$ cat src/hdl/global_config_defines.svh
// Purpose: offsets, field positions, reset values and widths of the chip-level configuration bank
// Assumes: indices are the full 8-bit value written to the index port
// Notes:   included by its bare name; definitions only
`ifndef GLOBAL_CONFIG_DEFINES_SVH
`define GLOBAL_CONFIG_DEFINES_SVH

`define GCR_IDX_W            8                 // index port width
`define GCR_DATA_W           8                 // data port width
`define GCR_IDX_CFG_CONTROL  8'h02             // soft-reset trigger, write only
`define GCR_IDX_FUNC_SELECT  8'h07             // current logical device
`define GCR_IDX_CHIP_ID      8'h20             // identification code, read only
`define GCR_IDX_CHIP_REV     8'h21             // revision code, read only
`define GCR_IDX_GLOBAL_LAST  8'h2F             // last index of the global bank
`define GCR_IDX_ACTIVATE     8'h30             // per-device activate register
`define GCR_SOFT_RESET_BIT   0                 // trigger bit in config_control
`define GCR_ACTIVATE_BIT     0                 // enable bit in activate register
`define GCR_RST_FUNC_SELECT  8'h00             // function_select reset value
`define GCR_RST_CFG_CONTROL  8'h00             // config_control reset value
`define GCR_ZERO             8'h00             // reserved indices and bits read as this

`endif

$ cat src/hdl/global_config_pkg.sv
// Purpose: types shared by the chip-level configuration bank
// Assumes: constants live in global_config_defines.svh
// Notes:   nothing here is imported; use global_config_pkg::name
package global_config_pkg;

    // which of the two host ports an access addresses
    typedef enum logic
    {
        PORT_INDEX = 1'b0,                      // index port selects a register
        PORT_DATA  = 1'b1                       // data port reaches the selected register
    } port_sel_t;

endpackage : global_config_pkg

$ cat src/hdl/global_config_registers.sv
// Purpose: chip-level configuration bank reached through an index port and a data port
// Assumes: port strobes and cfgModeActive come from logic on ref_clk; arst_n is the power-on reset
// Notes:   read data appears one cycle after the read strobe, together with rdValid_ff
`timescale 1ns/100ps
`include "global_config_defines.svh"

module global_config_registers #(
    parameter int             NUM_FUNCS = 12,       // logical devices that own an activate bit
    parameter logic [7:0]     CHIP_ID   = 8'hA5,    // arbitrary identification value
    parameter logic [7:0]     CHIP_REV  = 8'h01     // arbitrary revision value
) (
    // clock and resets
    input  wire logic                    ref_clk,
    input  wire logic                    arst_n,
    input  wire logic                    standbyPorRst_n,
    input  wire logic                    busReset,
    // configuration mode from the entry-sequence logic
    input  wire logic                    cfgModeActive,
    // host port access
    input  wire logic                    portWrite,
    input  wire logic                    portRead,
    input  wire global_config_pkg::port_sel_t portSel,
    input  wire logic [`GCR_DATA_W-1:0]  portWrData,
    output logic      [`GCR_DATA_W-1:0]  rdData_ff,
    output logic                         rdValid_ff,
    // chip-level state to the logical devices
    output logic      [`GCR_DATA_W-1:0]  functionSel_ff,
    output logic                         softResetPulse_ff,
    output logic      [NUM_FUNCS-1:0]    activeFlags_ff
);

    // elaboration check: select value must be able to name every device
    if (NUM_FUNCS < 1 || NUM_FUNCS > 256)
    begin : g_bad_num_funcs
        $error("NUM_FUNCS must lie between 1 and 256");
    end

    // reset synchroniser state
    logic       rstMeta_ff;                     // first stage, read only by the second
    logic       rstSync_ff;                     // released reset, active high means running
    logic       arstAll_n;                      // main and standby power-on resets combined

    assign arstAll_n = arst_n & standbyPorRst_n;

    // release reset through two flip-flops
    always_ff @(posedge ref_clk or negedge arstAll_n)
    begin
        if (!arstAll_n)
        begin
            rstMeta_ff <= 1'b0;
            rstSync_ff <= 1'b0;
        end
        else
        begin
            rstMeta_ff <= 1'b1;
            rstSync_ff <= rstMeta_ff;
        end
    end

    // register state and next values
    logic [`GCR_IDX_W-1:0]   index_ff;          // register selected by the index port
    logic [`GCR_IDX_W-1:0]   nxt_index;
    logic [`GCR_DATA_W-1:0]  nxt_functionSel;
    logic                    nxt_softResetPulse;
    logic [NUM_FUNCS-1:0]    nxt_activeFlags;
    logic [`GCR_DATA_W-1:0]  nxt_rdData;
    logic                    nxt_rdValid;
    logic                    idxWr;             // accepted index write
    logic                    dataWr;            // accepted data write
    logic                    dataRd;            // accepted data read
    logic                    softTrig;          // trigger bit written as one
    logic [`GCR_DATA_W-1:0]  dataView;          // value the selected register shows
    logic [NUM_FUNCS-1:0]    selOneHot;         // decoded current device

    // strobes are honoured only in configuration mode
    assign idxWr  = portWrite & cfgModeActive & (portSel == global_config_pkg::PORT_INDEX);
    assign dataWr = portWrite & cfgModeActive & (portSel == global_config_pkg::PORT_DATA);
    assign dataRd = portRead  & cfgModeActive & (portSel == global_config_pkg::PORT_DATA);
    assign softTrig = dataWr & (index_ff == `GCR_IDX_CFG_CONTROL)
                      & portWrData[`GCR_SOFT_RESET_BIT];

    // one enable per logical device, set when the select register names it
    localparam int DW = `GCR_DATA_W;            // select value width for the device compare
    genvar gi;
    for (gi = 0; gi < NUM_FUNCS; gi++)
    begin : g_sel
        assign selOneHot[gi] = (functionSel_ff == DW'(gi));
    end

    // read view of the selected register; everything else reads zero
    always_comb
    begin
        unique case (index_ff)
            `GCR_IDX_FUNC_SELECT: dataView = functionSel_ff;
            `GCR_IDX_CHIP_ID:     dataView = CHIP_ID;
            `GCR_IDX_CHIP_REV:    dataView = CHIP_REV;
            `GCR_IDX_ACTIVATE:    dataView = {7'h00, |(activeFlags_ff & selOneHot)};
            default:              dataView = `GCR_ZERO;
        endcase
    end

    // next values of the bank
    always_comb
    begin
        nxt_index          = index_ff;
        nxt_functionSel    = functionSel_ff;
        nxt_activeFlags    = activeFlags_ff;
        nxt_softResetPulse = softTrig;
        nxt_rdValid        = portRead & cfgModeActive;
        nxt_rdData         = `GCR_ZERO;
        // index write selects the register for later data accesses
        if (idxWr)
        begin
            nxt_index = portWrData;
        end
        // data write goes to the indexed register only
        if (dataWr)
        begin
            if (index_ff == `GCR_IDX_FUNC_SELECT)
            begin
                nxt_functionSel = portWrData;
            end
            if (index_ff == `GCR_IDX_ACTIVATE)
            begin
                // only the current device's bit changes
                nxt_activeFlags = (activeFlags_ff & ~selOneHot)
                    | (selOneHot & {NUM_FUNCS{portWrData[`GCR_ACTIVATE_BIT]}});
            end
        end
        // soft reset loads select and activates with their soft-reset values
        if (softTrig)
        begin
            nxt_functionSel = `GCR_RST_FUNC_SELECT;
            nxt_activeFlags = '0;
        end
        // reads: index port returns the index, data port the selected register
        if (portRead & cfgModeActive)
        begin
            nxt_rdData = (portSel == global_config_pkg::PORT_INDEX) ? index_ff : dataView;
        end
    end

    // register the bank; bus reset acts as a synchronous clear
    always_ff @(posedge ref_clk or negedge arstAll_n)
    begin
        if (!arstAll_n)
        begin
            index_ff          <= `GCR_ZERO;
            functionSel_ff    <= `GCR_RST_FUNC_SELECT;
            softResetPulse_ff <= 1'b0;
            activeFlags_ff    <= '0;
            rdData_ff         <= `GCR_ZERO;
            rdValid_ff        <= 1'b0;
        end
        else if (!rstSync_ff || busReset)
        begin
            index_ff          <= `GCR_ZERO;
            functionSel_ff    <= `GCR_RST_FUNC_SELECT;
            softResetPulse_ff <= 1'b0;
            activeFlags_ff    <= '0;
            rdData_ff         <= `GCR_ZERO;
            rdValid_ff        <= 1'b0;
        end
        else
        begin
            index_ff          <= nxt_index;
            functionSel_ff    <= nxt_functionSel;
            softResetPulse_ff <= nxt_softResetPulse;
            activeFlags_ff    <= nxt_activeFlags;
            rdData_ff         <= nxt_rdData;
            rdValid_ff        <= nxt_rdValid;
        end
    end
endmodule : global_config_registers

$ cat config.mk
export PLATFORM = sky130hd
export DESIGN_NAME = global_config_registers
export DESIGN_NICKNAME = d
export VERILOG_FILES = /design/src/hdl/global_config_pkg.sv /design/src/hdl/global_config_registers.sv
export VERILOG_INCLUDE_DIRS = /design/src /design/src/hdl
export SDC_FILE = /design/constraint.sdc
export NUM_CORES = 1
export LEC_CHECK = 0
export BUFFER_PORTS_ARGS = -buffer_cell sky130_fd_sc_hd__buf_2
export CAP_MARGIN = 20
export CORE_UTILIZATION = 48
export CTS_CLUSTER_SIZE = 30
export DETAILED_ROUTE_END_ITERATION = 16
export HOLD_SLACK_MARGIN = 0.08
export PLACE_DENSITY = 0.75
export SLEW_MARGIN = 10
export SYNTH_ARGS = -nofsm -noshare
export SYNTH_HDL_FRONTEND = slang
export SYNTH_SLANG_ARGS = --single-unit
$ cat constraint.sdc
create_clock -name ref_clk -period 2 [get_ports ref_clk]
set_clock_uncertainty 0.2 [all_clocks]
set_input_delay 0.4 -clock ref_clk [delete_from_list [all_inputs] [get_ports ref_clk]]
set_output_delay 0.4 -clock ref_clk [all_outputs]
set_load 0.05 [all_outputs]
==> metrics.cfg <==
[run_status]
status=complete, but fails checks
violations=negative setup slack

[layout]
fillers=340
antenna_cells=0
fin_util_pct=67.07
layout.nets=303
drive_gt1_share_pct=36.81
final_cell_area_um2=2721
syn2layout_area_growth_pct=32.22

[global_routing]
grt-ovfl-total=0
grt_pass1_vias=1808
grt_util_all_layers_pct=27.45
grt_pass1_wl_mm=8.983
grt_max_degree=19
antenna_found_initial=0

[detailed_routing]
wire_per_inst_um=16.79
drt_iter0_drc=116
viasPerCell=5.950
drt_pass1_iterations=4
drcViolationCount=0
ant_nets=0
via_count=2011
drt-total-wl_mm=5.675

[critical_path]
required_ns=2.01
critPathCaptureType=flop
worstSetupPathType=reg2reg
r2r_start=index_ff[0]
reg2reg_setup_slack_ns=-0.03
r2r_end=rdData_ff[0]
critPathSlowestCell=or4b_4
max_stage_delay_ns=0.55
path_max_fanout=4
cp_cell_sequence=or4b_4 -> or4_4 -> nand4bb_1 -> o211ai_1
arrival_ns=2.05
cp_top_family=simple AND/OR/NAND/NOR gates
cp_num_buf_inv=0
cp-start-kind=flop
reg2reg_depth=4

[power_and_ir_drop]
seqPwrFrac_pct=51.7
cellLeakagePower_nw=1.350
combPwrFrac_pct=14.2
p_int_mw=1.187
netSwitchingFraction_pct=27.23
pwr-share-clk_pct=34.1
peakVddDrop_v=0.0003986
power_density_nw_per_um2=599.4
p_switching_uw=444.1

[cts]
cts_tree=built
clockBufferDepth=2
htree_levels=2
numClockSinks=40
clock_latency_ns=0.30
clk_pin_slew_worst_paths_ns=0.08
clockRootBuffer=clkbuf_8
numCtsBuffers=5

[floorplanning]
dieArea_um2=4554
die_y_um=67.48
ioPinCount=46
die_w_um=67.48
start_util_pct=50.72
core_area_um2=4058
rows=23

[sta]
final-setup-viol-count=1
post-route-min-period_ns=2.034
fmax_mhz=491.7
rsz0062_at_grt=true
fin_ws_ns=-0.03379
slew_viol_final=0
period_share_pct=101.7
hold_viol_final=0
holdWs_ns=0.1554

[min_path]
whs_endpoint=rstSync_ff
hp-start=rstMeta_ff
hold_class=reg2reg
hold_path_depth=0

[synthesis]
syn-num-nets=226
seq_area_frac_synth_pct=48.63
synthCells=210
avgSynthCellArea_um2=9.801
yosys_warnings=0
synth_edf_count=0
ys_async_sr_fraction_pct=100.0
synth_cell_types=40
ys.flop_type=dfrtp_1
syn_area_um2=2058
ys_ff_latch=40

[place]
portBuffers=45
dp_hpwl_mm=4.209
dp_slack_ns=-0.02960
place_congestion=0.9178
place_area_um2=2547

[flow_run]
cap_violations=0

## layout by cell type (no fill, tap or decap), types with 3 or more instances in the layout
cell	instances
a21oi_1	16
a31o_2	3
buf_2	45
buf_4	33
clkbuf_8	6
dfrtp_1	37
dfrtp_2	3
inv_1	11
mux2i_1	21
nand2_1	15
nand3_1	12
nand4_1	11
nor2_1	17
o2111ai_1	3
o21ai_0	7
## worst reg2reg max path, stage by stage (launching register included)
cell       delay (ns)
dfrtp_1          0.42
or4b_4           0.55
or4_4            0.49
nand4bb_1        0.19
o211ai_1         0.10
## final cells by class
class / instances / area, µm² / area share [%]
Timing Repair Buffer: 80 / 493.0 / 18.11
Clock buffer: 8 / 90.09 / 3.310
Tap cell: 50 / 62.56 / 2.299
Multi-Input combinational cell: 148 / 1026 / 37.70
Sequential cell: 40 / 1005 / 36.92
Inverter: 12 / 45.04 / 1.655
## timing repair
action                                  in CTS  in global routing
resized for setup                            1                 10
hold endpoints to repair                    16                  0
hold buffers                                 2                  0
endpoints found under the setup margin       5                 21
setup buffers                                1                  0
pin swaps                                    0                  1
## worst max path at each step
stage | startpoint | slack (ns) | endpoint | depth (start not counted)
finish | index_ff[0] | -0.03 | rdData_ff[0] | 4
global route | index_ff[0] | -0.12 | rdData_ff[0] | 4
CTS | index_ff[0] | -0.03 | rdData_ff[0] | 4
detailed placement | index_ff[0] | -0.03 | rdData_ff[0] | 4
global placement | index_ff[0] | 0.01 | rdData_ff[0] | 4
floorplan | functionSel_ff[6] | 0.0009 | activeFlags_ff[1] | 4
## per-stage QoR
step | TNS [ns] | cells | total power, mW
global route | -0.1835 | 338 | 1.700
finish | -0.03379 | 338 | 1.631
floorplan | 0 | 210 | 0.9808
CTS | -0.06010 | 338 | 1.634
detailed placement | -0.05163 | 327 | 1.076
global placement | 0 | 327 | 1.073
## per-layer routing
metal	track usage [%]	share of wire [%]
met5	0	0
met1	37.95	44
met2	40.84	47
met3	6.588	6.7
met4	11.17	1.9
## cell usage after synthesis, drive strengths merged (2+ instances only)
cell type / count / area share (%)
a21oi: 16 / 3.9
a31o: 3 / 1.3
a32oi: 2 / 0.85
and2: 3 / 0.97
and3: 2 / 0.61
buf: 3 / 0.85
clkbuf: 7 / 1.3
dfrtp: 40 / 49
inv: 11 / 2.0
mux2i: 21 / 10
nand2: 16 / 2.9
nand3: 13 / 3.2
nand4: 11 / 3.3
nand4b: 2 / 0.85
nor2: 17 / 3.1
nor2b: 2 / 0.61
nor3: 5 / 1.7
nor3b: 3 / 1.1
nor4: 2 / 0.61
o2111ai: 3 / 1.3
o21ai: 7 / 1.7
o2bb2ai: 2 / 0.85
o41ai: 4 / 1.7
or4: 2 / 0.73
## power groups by stage
| stage | sequential [mW] | clock (mW) | combinational [mW] |
|---|---|---|---|
| floorplan | 0.879 | 0 | 0.102 |
| global placement | 0.856 | 0 | 0.217 |
| detailed placement | 0.857 | 0 | 0.218 |
| CTS | 0.841 | 0.570 | 0.223 |
| global route | 0.845 | 0.605 | 0.249 |
| finish | 0.843 | 0.556 | 0.232 |
## cell families after synthesis
family,Yosys count,synth area share (%)
compound gates,41,13.25
buf+inv,22,4.316
flops,40,48.63
mux,23,11.85
other cells,1,0.1822
simple gates,83,21.76
## registers in the layout, indices dropped and copies added, names as in the netlist
register / count
activeFlags_ff: 12
functionSel_ff: 8
index_ff: 8
rdData_ff: 8
rdValid_ff: 1
rstMeta_ff: 1
rstSync_ff: 1
softResetPulse_ff: 1
(Power assumes the default switching activity.)
